<file path="src/rtl/exec_pkg.sv">
// shared widths, opcode fields, encodings and states of the byte/bit execution block
package exec_pkg;
  localparam int unsigned IW = 14;
  localparam int unsigned DW = 8;
  localparam int unsigned AW = 7;
  localparam int unsigned BW = 3;
  localparam int unsigned PHASES_PER_CYCLE = 4;

  // field positions inside the instruction word
  localparam int unsigned LIT_LSB   = 0;
  localparam int unsigned ADDR_LSB  = 0;
  localparam int unsigned DEST_POS  = 7;
  localparam int unsigned BPOS_LSB  = 7;
  localparam int unsigned BOP_LSB   = 10;
  localparam int unsigned CLASS_LSB = 12;
  localparam int unsigned NIB_BIT   = 3;

  // opcode values
  localparam logic [1:0] CLASS_BIT   = 2'h1;
  localparam logic [1:0] BOP_CLEAR   = 2'h0;
  localparam logic [1:0] BOP_SET     = 2'h1;
  localparam logic [1:0] BOP_SKIP_Z  = 2'h2;
  localparam logic [1:0] BOP_SKIP_O  = 2'h3;
  localparam logic [4:0] OPC_ADD_LIT = 5'h1F;
  localparam logic [5:0] OPC_AND_LIT = 6'h39;
  localparam logic [5:0] OPC_ADD_F   = 6'h07;
  localparam logic [5:0] OPC_AND_F   = 6'h05;
  localparam logic       DEST_ACC    = 1'h0;

  typedef enum logic [1:0] {PH_Q1, PH_Q2, PH_Q3, PH_Q4} phase_e;

  typedef enum logic [3:0] {
    OP_NONE, OP_ADD_LIT, OP_AND_LIT, OP_ADD_F, OP_AND_F,
    OP_BIT_CLR, OP_BIT_SET, OP_SKIP_ZERO, OP_SKIP_ONE
  } op_e;

  function automatic op_e decode(input logic [IW-1:0] w);
    op_e o;
    o = OP_NONE;
    if (w[IW-1 -: 2] == CLASS_BIT)
    begin
      unique case (w[BOP_LSB +: 2])
        BOP_CLEAR:  o = OP_BIT_CLR;
        BOP_SET:    o = OP_BIT_SET;
        BOP_SKIP_Z: o = OP_SKIP_ZERO;
        BOP_SKIP_O: o = OP_SKIP_ONE;
      endcase
    end
    else if (w[IW-1 -: 5] == OPC_ADD_LIT)
      o = OP_ADD_LIT;
    else if (w[IW-1 -: 6] == OPC_AND_LIT)
      o = OP_AND_LIT;
    else if (w[IW-1 -: 6] == OPC_ADD_F)
      o = OP_ADD_F;
    else if (w[IW-1 -: 6] == OPC_AND_F)
      o = OP_AND_F;
    return o;
  endfunction : decode
endpackage : exec_pkg

</file>
<file path="src/rtl/byte_bit_instruction_exec.sv">
// instruction-cycle sequencer executing add/and, bit set/clear and bit-test skip
`timescale 1ns/1ps
module byte_bit_instruction_exec
(
  input  wire logic                      clk,
  input  wire logic                      rst_b,
  input  wire logic                      instr_valid,
  input  wire logic [exec_pkg::IW-1:0]   instr_word,
  output logic                           instr_take,
  output logic      [exec_pkg::AW-1:0]   file_addr,
  input  wire logic [exec_pkg::DW-1:0]   file_rdata,
  output logic      [exec_pkg::DW-1:0]   file_wdata,
  output logic                           file_we,
  output logic      [exec_pkg::DW-1:0]   acc_out,
  output logic                           carry_flag,
  output logic                           digit_carry_flag,
  output logic                           zero_flag,
  output logic                           skip_nop
);
  typedef struct packed {
    exec_pkg::phase_e          phase;
    exec_pkg::op_e             op;
    logic [exec_pkg::IW-1:0]   instr;
    logic [exec_pkg::AW-1:0]   addr;
    logic [exec_pkg::DW-1:0]   rdata;
    logic [exec_pkg::DW-1:0]   wdata;
    logic                      we;
    logic [exec_pkg::DW-1:0]   acc;
    logic                      c;
    logic                      dig_c;
    logic                      z;
    logic                      skip;
    logic                      nop;
  } state_s;

  state_s q_q;
  state_s d_d;

  logic [exec_pkg::DW-1:0] lit;
  logic [exec_pkg::BW-1:0] bpos;
  logic                    dest;
  logic [exec_pkg::DW-1:0] operand;
  logic [exec_pkg::DW-1:0] alu_res;
  logic                    alu_c;
  logic                    alu_digit;
  logic                    alu_z;
  logic                    alu_bit;

  assign lit     = q_q.instr[exec_pkg::LIT_LSB +: exec_pkg::DW];
  assign bpos    = q_q.instr[exec_pkg::BPOS_LSB +: exec_pkg::BW];
  assign dest    = q_q.instr[exec_pkg::DEST_POS];
  assign operand = (q_q.op == exec_pkg::OP_ADD_LIT || q_q.op == exec_pkg::OP_AND_LIT)
                   ? lit : q_q.rdata;

  exec_alu u_alu
  (
    .op          (q_q.op),
    .acc         (q_q.acc),
    .operand     (operand),
    .bit_pos     (bpos),
    .result      (alu_res),
    .carry       (alu_c),
    .digit_carry (alu_digit),
    .zero        (alu_z),
    .bit_val     (alu_bit)
  );

  // instruction is offered in Q1, file byte read in Q2, executed in Q3, written in Q4
  always_comb
  begin
    d_d    = q_q;
    d_d.we = 1'b0;
    unique case (q_q.phase)
      exec_pkg::PH_Q1:
      begin
        d_d.phase = exec_pkg::PH_Q2;
        d_d.op    = exec_pkg::OP_NONE;
        // a discarded instruction is still consumed so the fetch stream stays aligned
        if (instr_valid && !q_q.nop)
        begin
          d_d.op    = exec_pkg::decode(instr_word);
          d_d.instr = instr_word;
          d_d.addr  = instr_word[exec_pkg::ADDR_LSB +: exec_pkg::AW];
        end
      end
      exec_pkg::PH_Q2:
      begin
        d_d.phase = exec_pkg::PH_Q3;
        d_d.rdata = file_rdata;
      end
      exec_pkg::PH_Q3:
      begin
        d_d.phase = exec_pkg::PH_Q4;
        unique case (q_q.op)
          exec_pkg::OP_ADD_LIT, exec_pkg::OP_ADD_F:
          begin
            d_d.c  = alu_c;
            d_d.dig_c = alu_digit;
            d_d.z  = alu_z;
          end
          exec_pkg::OP_AND_LIT, exec_pkg::OP_AND_F:
            d_d.z = alu_z;
          default:
            d_d.z = q_q.z;
        endcase
        unique case (q_q.op)
          exec_pkg::OP_ADD_LIT, exec_pkg::OP_AND_LIT:
            d_d.acc = alu_res;
          exec_pkg::OP_ADD_F, exec_pkg::OP_AND_F:
          begin
            if (dest == exec_pkg::DEST_ACC)
              d_d.acc = alu_res;
            else
            begin
              d_d.wdata = alu_res;
              d_d.we    = 1'b1;
            end
          end
          exec_pkg::OP_BIT_CLR, exec_pkg::OP_BIT_SET:
          begin
            d_d.wdata = alu_res;
            d_d.we    = 1'b1;
          end
          exec_pkg::OP_SKIP_ONE:
            d_d.skip = alu_bit;
          exec_pkg::OP_SKIP_ZERO:
            d_d.skip = !alu_bit;
          default:
            d_d.skip = 1'b0;
        endcase
      end
      exec_pkg::PH_Q4:
      begin
        d_d.phase = exec_pkg::PH_Q1;
        d_d.nop   = q_q.skip;
        d_d.skip  = 1'b0;
      end
    endcase
  end

  always_ff @(posedge clk)
  begin
    if (!rst_b)
      q_q <= '0;
    else
      q_q <= d_d;
  end

  assign instr_take       = (q_q.phase == exec_pkg::PH_Q1);
  assign file_addr        = q_q.addr;
  assign file_wdata       = q_q.wdata;
  assign file_we          = q_q.we;
  assign acc_out          = q_q.acc;
  assign carry_flag       = q_q.c;
  assign digit_carry_flag = q_q.dig_c;
  assign zero_flag        = q_q.z;
  assign skip_nop         = q_q.nop;

  // reference values for the checks below
  logic [exec_pkg::DW:0]        ref_sum;
  logic [exec_pkg::NIB_BIT+1:0] ref_low;
  logic                         in_q3;
  logic [exec_pkg::DW-1:0]      ref_mask;

  assign ref_sum  = {1'b0, q_q.acc} + {1'b0, operand};
  assign ref_low  = {1'b0, q_q.acc[exec_pkg::NIB_BIT:0]} + {1'b0, operand[exec_pkg::NIB_BIT:0]};
  assign in_q3    = (q_q.phase == exec_pkg::PH_Q3);
  assign ref_mask = exec_pkg::DW'(1) << bpos;
endmodule : byte_bit_instruction_exec

</file>
<file path="src/rtl/exec_alu.sv">
// combinational arithmetic and bit logic for the execution block
`timescale 1ns/1ps
module exec_alu
(
  input  wire exec_pkg::op_e             op,
  input  wire logic [exec_pkg::DW-1:0]   acc,
  input  wire logic [exec_pkg::DW-1:0]   operand,
  input  wire logic [exec_pkg::BW-1:0]   bit_pos,
  output logic      [exec_pkg::DW-1:0]   result,
  output logic                           carry,
  output logic                           digit_carry,
  output logic                           zero,
  output logic                           bit_val
);
  logic [exec_pkg::DW:0]   sum;
  logic [exec_pkg::NIB_BIT+1:0] low_sum;
  logic [exec_pkg::DW-1:0] mask;

  always_comb
  begin
    sum     = {1'b0, acc} + {1'b0, operand};
    low_sum = {1'b0, acc[exec_pkg::NIB_BIT:0]} + {1'b0, operand[exec_pkg::NIB_BIT:0]};
    mask    = exec_pkg::DW'(1) << bit_pos;
    bit_val = operand[bit_pos];
    result  = operand;
    unique case (op)
      exec_pkg::OP_ADD_LIT, exec_pkg::OP_ADD_F: result = sum[exec_pkg::DW-1:0];
      exec_pkg::OP_AND_LIT, exec_pkg::OP_AND_F: result = acc & operand;
      exec_pkg::OP_BIT_CLR: result = operand & ~mask;
      exec_pkg::OP_BIT_SET: result = operand | mask;
      default: result = operand;
    endcase
    carry       = sum[exec_pkg::DW];
    digit_carry = low_sum[exec_pkg::NIB_BIT+1];
    zero        = (result == '0);
  end
endmodule : exec_alu

</file>
<file path="config.mk">
export PLATFORM = sky130hd
export DESIGN_NAME = byte_bit_instruction_exec
export DESIGN_NICKNAME = d
export VERILOG_FILES = /design/src/rtl/exec_pkg.sv /design/src/rtl/byte_bit_instruction_exec.sv /design/src/rtl/exec_alu.sv
export SDC_FILE = /design/constraint.sdc
export NUM_CORES = 1
export LEC_CHECK = 0
export ABC_AREA = 0
export BUFFER_PORTS_ARGS = -buffer_cell sky130_fd_sc_hd__buf_2
export CAP_MARGIN = 30
export CORE_MARGIN = 1
export CORE_UTILIZATION = 38
export CTS_BUF_LIST = sky130_fd_sc_hd__clkbuf_4 sky130_fd_sc_hd__clkbuf_8
export DETAILED_ROUTE_END_ITERATION = 10
export PLACE_DENSITY = 0.69
export SYNTH_ARGS = -nofsm -noshare
export SYNTH_HDL_FRONTEND = slang
export SYNTH_SLANG_ARGS = --single-unit
</file>
<file path="constraint.sdc">
create_clock -name clk -period 3.6 [get_ports clk]
set_input_delay 0.18 -clock clk [delete_from_list [all_inputs] [get_ports clk]]
set_output_delay 0.18 -clock clk [all_outputs]
set_load 0.1 [all_outputs]
</file>
Word level (Yosys, flattened, before mapping). Cells that the tools add are included. W data, S select, Z words.

Bits in registers: 57. RAM bits: 0. Memories kept: 0. Output and inout bits: 29. Bits in latches: 0. Input bits: 25. Memory bits (read-only): 0.

$add $sub $neg: 2. Mux-type cells: 18. Reduce and logical (&&, ||, !) cells: 24. $mul: 0. Shift-type cells: 1. Bitwise logic cells: 4. Equality and inequality tests: 22. Order comparisons: 1. Div/mod/pow operators: 0.

Operators with widths (number): $pmux W8 S4 (1); $mux W25 (1); $pmux W9 S2 (1); $and A8 B8 Y8 (2); $eq A4 B3 Y1 const B (4); $mux W4 (4); $mux W8 (2); $pmux W4 S4 (1); $pmux W8 S2 (1); $eq A6 B3 Y1 const B (2); $reduce_and A2 Y1 (5); $reduce_or A2 Y1 (5); $add A8 B8 Y9 (1); $mux W9 (1); $eq A2 B2 Y1 const B (4); $eq A4 B2 Y1 const B (2); $logic_not A8 Y1 (1); $not A8 Y8 (1); $or A8 B8 Y8 (1); $pmux W2 S4 (1); $shl A1 B3 Y8 const A (1); $eq A2 B1 Y1 const B (3); $eq A6 B6 Y1 const B (1); $ne A2 B2 Y1 const B (3); other kinds (18) (23).

Logic depth before layout (Yosys ltp). Gate-level depths: netlist of the first run.

Word-level depth: 8. Depth in mapped cells: 14. Depth with buffers taken out: 13.

Hierarchy. A second synthesis of the first run with hierarchy kept.

Cells, all modules: 382. Area, all modules: 3181.8 µm².

Modules (own cells, without submodules): byte_bit_instruction_exec (area an instance 2289.7 µm², cells each 249, instances 1, sequential area each 920.9 µm²); exec_alu (area an instance 892.1 µm², cells each 133, instances 1, sequential area each 0.0 µm²).

Worst setup path before layout of the first run. Ideal clock, no wire load.

Path type: register to register. From: register q_q[51] in the netlist's numbering. To: register q_q (netlist bit file_wdata[6]). Path slack: 0.614 ns. Arrival time: 2.901 ns. Stages on the path, launching flop included: 15. Setup time: 0.086 ns. Buffers on the path: 1. Required time: 3.514 ns. Cells stage by stage: dfxtp_1 buf_2 xor2_2 nand2_4 mux2_2 ha_1 inv_1 fa_1 nand2b_1 a21oi_1 a21o_1 a21oi_1 xor2_1 o21ba_2 a211oi_1.

Word-level cells in the longest chain between the ends: 7.

RTL lines: start: declaration (line byte_bit_instruction_exec.sv:36) `state_s q_q;`; start signal: assignment (line byte_bit_instruction_exec.sv:144) `q_q <= '0;`; start signal: assignment (line byte_bit_instruction_exec.sv:146) `q_q <= d_d;`; $eq A4 B1 Y1 or $eq A4 B2 Y1 (tied branches) (line byte_bit_instruction_exec.sv:52, exec_alu.sv:26); $logic_or A1 B1 Y1 (line byte_bit_instruction_exec.sv:52) `assign operand = (q_q.op == exec_pkg::OP_ADD_LIT || q_q.op == exec_pkg::OP_AND_LIT)`; $mux W8 (line byte_bit_instruction_exec.sv:53) `? lit : q_q.rdata;`; $add A8 B8 Y9, or another cell as far along; $pmux W8 S4 (line exec_alu.sv:26) `unique case (op)`; $mux W9 (line byte_bit_instruction_exec.sv:111) `if (dest == exec_pkg::DEST_ACC)`; $pmux W9 S2 (line byte_bit_instruction_exec.sv:106) `unique case (q_q.op)`.

Several ways; a longest one is shown, not always the timed one. The select of a mux whose other input is x is not followed. A chain may end at the register's enable or synchronous reset.

Worst setup path in the final report of the first run.
From: register q_q[52] in the netlist's numbering. To: register q_q (netlist bit zero_flag).

Word-level cells in the longest chain between the ends: 6.

RTL lines: $eq A4 B1 Y1 or $eq A4 B2 Y1 (tied branches) (line byte_bit_instruction_exec.sv:52, byte_bit_instruction_exec.sv:94, exec_alu.sv:26); $logic_or A1 B1 Y1 (line byte_bit_instruction_exec.sv:52); $mux W8 (line byte_bit_instruction_exec.sv:53); $add A8 B8 Y9, or another cell as far along; $pmux W8 S4 (line exec_alu.sv:26); $logic_not A8 Y1 (line exec_alu.sv:35) `zero = (result == '0);`.

Several ways; a longest one is shown, not always the timed one.

==> results, run 1 <==
- The wire length per cell after detailed routing is 14.85 um.
- The initial antenna violation count is 0.
- Setup violations remaining at the end of the flow were counted as 0.
- The worst setup path is captured at a flop.
- The Yosys warning count is 0.
- The count of vias placed by the detailed router is 2788.
- Summed over all failing endpoints, the final setup total negative slack is 0 ns.
- Clock tree synthesis selected as its root buffer the cell clkbuf_8.
- The share of total power dissipated in the clock network is 0.210.
- The most used flip-flop cell after synthesis is dfxtp_1.
- Dividing the detail-routed via count by the number of cells gives 5.435.
- The count of buffers added by post-CTS timing repair for setup is 0.
- The filler cell count is 842.
- The remaining global-route overflow is 0.
- The post-route DRC violation count is 0.
- Of the total power, combinational logic draws 0.383.
- The count of nets left with antenna violations once routing finished came out at 0.
- The post-cts gate resize count is 0.
- By area the synthesized netlist is led by dfxtp_1, ha_1, buf_4.
- At the pin with the least slew margin, the transition time is 0.8575 ns.
- The first global-routing pass estimated 12930 um of wire.
- STA classifies the critical path startpoint as a flop.
- Based on the critical path, the design can be clocked at up to 0.3054 GHz.
- The mapped cell area is 3068 sq um.
- The fraction of layout cells with a size suffix above 1 is 0.1922.
- For this run, asynchronously set or reset flops after synthesis account for 0.
- The portion of the post-synthesis area used by sequential elements is 0.3002.
- The number of cells on the worst reg-to-reg path is 13.
- The CTS sink count is 46.
- The distinct cell type count after synthesis is 58.
- Counting tap cells, the placed design contains a total of 506 instances.
- The hold violation total from the final report is 0.
- The number of top-level design ports is 54.
- In this run the worst path has a maximum fanout of 10.
- After routing the design area is 3343 sq um.
- The pin count of the biggest net entering global routing is 42.
- The count of placed standard cells in the final layout, fillers left out is 513.
- Data on the critical path is required at its endpoint by 3.83 ns.
- Each instance of the synthesized netlist takes up on average 7.927 sq um.
- The effective utilization at floorplan is 0.3950.
- The area of the multi-input gates is 1848 sq um.
- The critical path start-end classification is reg -> reg.
- The setup slack after placement is 0.3565 ns.
- The H-tree was split into 2 levels.
- The share of synthesized area in the top cell type comes to 0.3002.
- Counting every instance in the synthesized netlist gives 387.
- The post-placement cell area is 3259 sq um.
- The number of antenna repair diodes is 0.
- The worst pin sits at a relative slew slack of 0.4262.
- The flop and latch count out of synthesis is 46.
- The final clock period utilization by the worst path is 0.9095.
- Once detailed placement completed, the half-perimeter wirelength came to 5791 um.
- In the post-route analysis, the smallest setup slack over all paths is 0.3258 ns.
- The number of clock buffers inserted by TritonCTS is 5.
- The region available for standard cell placement spans 7767 sq um.
- The via count of the first global-routing pass is 2640.
- From left edge to right edge, the die measures 91.85 um.
- Data on the critical path arrives at its endpoint at 3.51 ns.
- The clock latency of the later-clocked register in the worst-skew pair is 0.30 ns.
- The count of buffers added on input and output ports is 53.
- The worst register-to-register path begins at q_q[52].
- The count of flip-flops with a built-in enable after synthesis is 0.
- The CTS tree is done.
- Clock-pin slew was measured on the worst setup and hold paths at 0.08 ns.
- The reg-to-reg endpoint is zero_flag.
- The final net count is 454.
- The first detailed-routing pass took 4 iterations.
- The peak supply drop is 406.4 uV.
- The clock passes through at most 2 buffers.
- The flow ran to the end, and the final reports show no timing, DRC or antenna violations.
- The floorplan step set the die height to 91.85 um.
- For the finished layout, the period the worst path requires is 3.274 ns.
- Wires add up to 7617 um.
- The critical path starts at q_q[52].
- The startpoint identified for the worst hold timing path is instr_word[2].
- The worst-case hold path end point is lit[2].
- Summing all flip-flop and latch instances after layout gives 920.9 sq um.
- The count of hold buffers inserted by post-cts repair is 0.
- The worst hold path stage count is 3.
- The max-slew violation count is 0.
- The weighted congestion reported at the end of routability-driven placement is 0.9517.
- The max-cap violation count is 0.
- The min-delay analysis places its worst path in the category in -> reg.
- The commonest cells after synthesis are dfxtp_1, nand2_1, nor2_1, a21oi_1, buf_4.
- The first routing iteration left 255 violations.
- The clock skew after layout is 0.006718 ns.
- Dividing total power by cell area gives a power density of 444.7 nW/um^2.
- The number of rows created at floorplan is 32.
- The share of power burned in registers is 0.406.
- Setup repair after global routing left no endpoint under its margin.
- The register-to-register setup slack is 0.33 ns.
- The global router's overall resource usage is 0.1911.
- The leakage power summed over all cells is 0.001400 uW.
- For this block, wires on met1 add up to 3580 um.
- After detailed routing, the met3 layer carries 411 um of wire.
- The routed design uses 3486 um of met2 wire.
- At the end of the flow the core is filled with cells to 0.4304.
- The cell type with the largest total area after synthesis is dfxtp_1.
- Counting every net in the synthesized netlist gives 430.
- The highest layer touched by signal routing is met4.
- The floorplan step defined a die boundary enclosing 8436 sq um.
- Of the total power, the share spent switching nets is 0.4072.
- The internal portion of the total power is 881.3 uW.
- The area added between synthesis and finish is 8.972%.
- The net switching power is 605.3 uW.
==> metrics by stage <==
step | total power [uW] | hold WS [ns]
detailed placement | 1183 | 0.4274
global route | 1580 | 0.1103
global placement | 1177 | 0.4222
CTS | 1497 | 0.1067
finish | 1487 | 0.1101
floorplan | 1071 | 0.3017
==> worst max-delay path by stage <==
stage                     to  slack, ns
2_1_floorplan  file_wdata[6]       0.61
3_3_place_gp       zero_flag       0.54
3_5_place_dp   file_wdata[6]       0.36
4_1_cts        file_wdata[6]       0.35
5_1_grt        file_wdata[6]       0.07
6_report           zero_flag       0.33
==> power by group through the flow <==
| stage | combinational [uW] | sequential [uW] | clock [uW] |
|---|---|---|---|
| after CTS | 571 | 604 | 323 |
| final | 570 | 604 | 313 |
| after detailed placement | 567 | 615 | 0 |
| after global routing | 622 | 613 | 345 |
| after floorplan | 477 | 594 | 0 |
| after global placement | 562 | 615 | 0 |
==> layer usage <==
metal | up-vias | track usage
met5 | - | 0
met4 | 0 | 0.05339
met3 | 12 | 0.03317
met2 | 76 | 0.3053
met1 | 1302 | 0.2635
li1 | 1398 | -
==> cell families after synthesis <==
kind of cell / synth area share
AND/OR/NAND/NOR: 0.2178
AO/OA/AOI/OAI: 0.2141
buffers and inverters: 0.09747
flip-flops: 0.3002
multiplexers: 0.07177
adder cells (fa/ha/maj): 0.07912
XOR/XNOR: 0.01958
==> final cells by class <==
| type | count | share of cell area |
|---|---|---|
| clock buffers | 7 | 0.02507 |
| flip-flops and latches | 46 | 0.2754 |
| inverters | 14 | 0.01572 |
| repair buffers | 59 | 0.09281 |
| well taps | 102 | 0.03817 |
| multi-input cells | 285 | 0.5528 |
==> registers in the layout, summed over array words and instances, names as in the netlist <==
register and count:
q_q 15, skip_nop 1, acc_out 8, bpos 3, digit_carry_flag 1, carry_flag 1, zero_flag 1, lit 7
file_wdata 8, file_we 1
==> critical path: stages, from the launching register on <==
cell	delay [ns]
dfxtp_1	0.38
xor2_2	0.38
nand2_4	0.18
mux2_2	0.29
ha_1	0.18
inv_1	0.06
fa_1	0.39
nand2b_1	0.16
a21oi_1	0.29
mux2i_1	0.12
a221oi_1	0.35
and2_1	0.19
o2111ai_1	0.12
o22ai_2	0.11
==> cell usage in the layout, fill, tap and decap left out, types with 5 or more instances in the layout <==
cell type / synthesis / final
buf_2: 2 / 53
nand2_1: 46 / 46
dfxtp_1: 46 / 46
nor2_1: 45 / 45
a21oi_1: 31 / 31
ha_1: 17 / 17
mux2i_1: 16 / 16
o21ai_0: 16 / 16
inv_1: 14 / 14
a211oi_1: 12 / 12
nand3_1: 10 / 10
nor2b_1: 7 / 7
nor3_1: 7 / 7
buf_4: 23 / 6
a21o_1: 5 / 5
a32oi_1: 5 / 5
clkbuf_8: 0 / 5
Power figures use the tool's default switching activity.
==> inputs of run 2 (changes only) <==
--- a/config.mk
+++ b/config.mk
@@ -8,6 +8,7 @@
 export ABC_AREA = 0
 export BUFFER_PORTS_ARGS = -buffer_cell sky130_fd_sc_hd__buf_2
 export CAP_MARGIN = 30
+export CORE_ASPECT_RATIO = 1.5
 export CORE_MARGIN = 1
 export CORE_UTILIZATION = 38
 export CTS_BUF_LIST = sky130_fd_sc_hd__clkbuf_4 sky130_fd_sc_hd__clkbuf_8
==> run 2 against run 1 <==
Effect of this change:
- clock power grew 23%
- cell area rose by 1.2%
- clock skew decreased by 0.0035 ns
- setup slack gained 0.0013 ns
- maximum frequency about the same
- sequential cell count did not move
- via count down 0.82%
- count of clock-buffer cells in the layout down 2
- highest routed layer unchanged
==> results, run 2 (synthesis results as in run 1) <==
- The share of power burned in combinational logic is 0.370 (-0.013).
- The remaining global-route overflow is 0 (unchanged).
- The effective utilization at floorplan is 0.3979 (+0.002949).
- The placed instance count came to 508 (+0.40%).
- The leakage power summed over all cells is 0.001423 uW (+1.7%).
- The count of routing violations after the opening detailed-route iteration was 183 (-28%).
- The worst path required time was 3.84 ns (about the same).
- The CTS sink count came to 46 (unchanged).
- The count of TritonRoute iterations in the first routing pass is 4 (unchanged).
- The share of power burned in registers was 0.384 (-0.022).
- The register name with the most flops is q_q.
- The detail-routed via count per cell was 5.359 (-1.4%).
- The final clock period utilization by the worst path is 0.9091 (about the same).
- The peak supply drop is 226.2 uV (-44%).
- The count of buffering cells on the critical path with inverters included is 1 (unchanged).
- The number of routed nets with antenna violations is 0 (unchanged).
- Leaving out fill and tap cells, the most frequent cell in the layout is buf_2.
- Traced cell by cell, the critical path runs through xor2_2, nand2_4, mux2_2, ha_1, inv_1, fa_1, nand2b_1, a21oi_1, mux2i_1, a221oi_1, and2_1, o2111ai_1, o22ai_2.
- The final design utilization is 0.4388 (+0.008407).
- The post-cts gate resize count is 0 (unchanged).
- Setup repair after global routing left no endpoint under its margin.
- The clock period minus worst slack is 3.273 ns (-0.001274 ns).
- The die area is 8444 sq um (about the same).
- The max-slew violation count came to 0 (unchanged).
- The HPWL reported at the end of detailed placement is 6192 um (+6.9%).
- The relative slew slack is 0.4009 (-0.02529).
- Relative to the synthesized area, the layout overhead comes to 10.28%.
- The arrival time of the worst setup path was 3.52 ns (about the same).
- The final setup violation count was 0 (unchanged).
- The clock latency of the later-clocked register in the worst-skew pair is 0.31 ns (about the same).
- Among all stages on the critical path, the largest delay is contributed by fa_1.
- The count of hold buffers inserted by post-cts repair came to 0 (unchanged).
- The flip-flop count of the largest register, all copies and words added is 15 (unchanged).
- The run finished with clean final reports.
- The die height was 112.0 um (+22%).
- The power density over cell area is 463.3 nW/um^2 (+4.2%).
- The worst setup path is of the reg -> reg kind.
- The internal power is 937.2 uW (+6.3%).
- The initial antenna violation count was 0 (unchanged).
- The global router's overall resource usage is 0.1991 (+0.008004).
- The register-to-register setup slack was 0.33 ns (about the same).
- The clock skew after layout is 0.003202 ns (-0.003516 ns).
- The final net count is 456 (+0.44%).
- The count of placed standard cells in the final layout, fillers left out is 516 (+0.58%).
- The number of top-level design ports is 54 (unchanged).
- The count of buffers inserted at the top-level ports is 53 (unchanged).
- The number of rows created at floorplan was 39 (+22%).
- The filler cell count is 825 (-2.0%).
- The fraction of layout cells with a size suffix above 1 is 0.1981 (+0.005854).
- STA classifies the critical path startpoint as a flop.
- The hold violation total from the final report is 0 (unchanged).
- The deepest level of the CTS H-tree is 2 (unchanged).
- The maximum net fanout on the critical path is 10 (unchanged).
- The slew at the pin with the worst max-slew slack is 0.8953 ns (+0.03779 ns).
- The via count of the first global-routing pass came to 2626 (-0.53%).
- TritonCTS built the clock tree.
- The critical path capture point type is a flop.
- The maximum frequency from static timing analysis is 0.3055 GHz (about the same).
- The count of buffers added by post-CTS timing repair for setup was 0 (unchanged).
- The library cells used most frequently in the layout, excluding fill and tap cells, are buf_2, nand2_1, dfxtp_1.
- The wire length per cell after detailed routing was 15.40 um (+3.7%).
- The post-route DRC violation count is 0 (unchanged).
- The count of vias placed by the detailed router is 2765 (-0.82%).
- The area of the core region is 7710 sq um (-0.74%).
- The deepest clock path buffer count was 2 (unchanged).
- The max-cap violation count is 0 (unchanged).
- The horizontal die dimension was 75.37 um (-18%).
- The class of the worst hold path is in -> reg.
- The post-route setup TNS is 0 ns (unchanged).
- The buffer type at the clock tree root is clkbuf_8.
- In this design, the largest share of critical-path delay is due to compound AO/OA/AOI/OAI gates.
- The wire length of the first global-routing pass is 12840 um (-0.70%).
- The clock-pin slew on the worst setup and hold paths is 0.09 ns (about the same).
- The number of antenna repair diodes is 0 (unchanged).
- The fraction of power consumed by the clock network is 0.246 (+0.036).
- The critical path's largest stage delay is 0.39 ns (about the same).
- The switching share of total power is 0.4021 (-0.005068).
- The routed wire length is 7944 um (+4.3%).
- The weighted congestion reported at the end of routability-driven placement is 0.9043 (-5.0%).
- The pin count of the biggest net entering global routing is 42 (unchanged).
- The number of clock buffers inserted by TritonCTS is 5 (unchanged).
- The net switching power is 630.3 uW (+4.1%).
## run 2: cell types whose count changed in the layout (fill, tap and decap cells not counted)
cell       previous run  this run
clkbuf_4              2         0
bufinv_16             0         1
clkinv_2              0         2
buf_4                 6         8
## run 2: final timing paths
path	start	to	cells past startpoint
max	q_q[52]	zero_flag	13
min	instr_word[5]	lit[5]	3
max reg2reg	q_q[52]	zero_flag	13
min reg2reg	file_wdata[0]	file_wdata[0]	2
## run 2: power by group through the flow
stage          sequential (uW)  clock, uW  combinational, uW
3_3_place_gp               613          0                573
4_1_cts                    602        398                580
3_5_place_dp               614          0                576
5_1_grt                    611        414                627
2_1_floorplan              594          0                477
6_report                   603        385                579
## run 2: stage by stage
| stage | area [sq um] | hold WS (ns) | total power, uW | setup WS (ns) |
|---|---|---|---|---|
| after floorplan | 3068 | 0.3017 | 1071 | 0.6138 |
| after global placement | 3274 | 0.4216 | 1185 | 0.4939 |
| after detailed placement | 3274 | 0.4259 | 1191 | 0.3696 |
| after CTS | 3383 | 0.08767 | 1580 | 0.3481 |
| after global routing | 3383 | 0.09840 | 1651 | 0.03766 |
| final | 3383 | 0.1002 | 1568 | 0.3271 |
## run 2: final cells by class
type                       instances  area [sq um]  share of cell area
clock buffer                       5         68.82             0.02034
clock inverter                     3         40.04             0.01183
inverter                          14         52.55             0.01553
multi-input combinational        285          1848              0.5462
sequential                        46         920.9              0.2722
tap                              102         127.6             0.03772
timing repair buffer              61         325.3             0.09615
## run 2: metal layers
| layer | share of wire | GRT usage |
|---|---|---|
| met1 | 0.40 | 0.2294 |
| met2 | 0.51 | 0.3423 |
| met3 | 0.052 | 0.03411 |
| met4 | 0.040 | 0.1000 |
| met5 | 0 | 0 |
## run 2: worst register-to-register path, stage by stage, from the launching register on
cell and delay [ns]:
dfxtp_1 0.38, xor2_2 0.36, nand2_4 0.17, mux2_2 0.28, ha_1 0.18, inv_1 0.06, fa_1 0.39, nand2b_1 0.17
a21oi_1 0.28, mux2i_1 0.13, a221oi_1 0.36, and2_1 0.21, o2111ai_1 0.13, o22ai_2 0.11
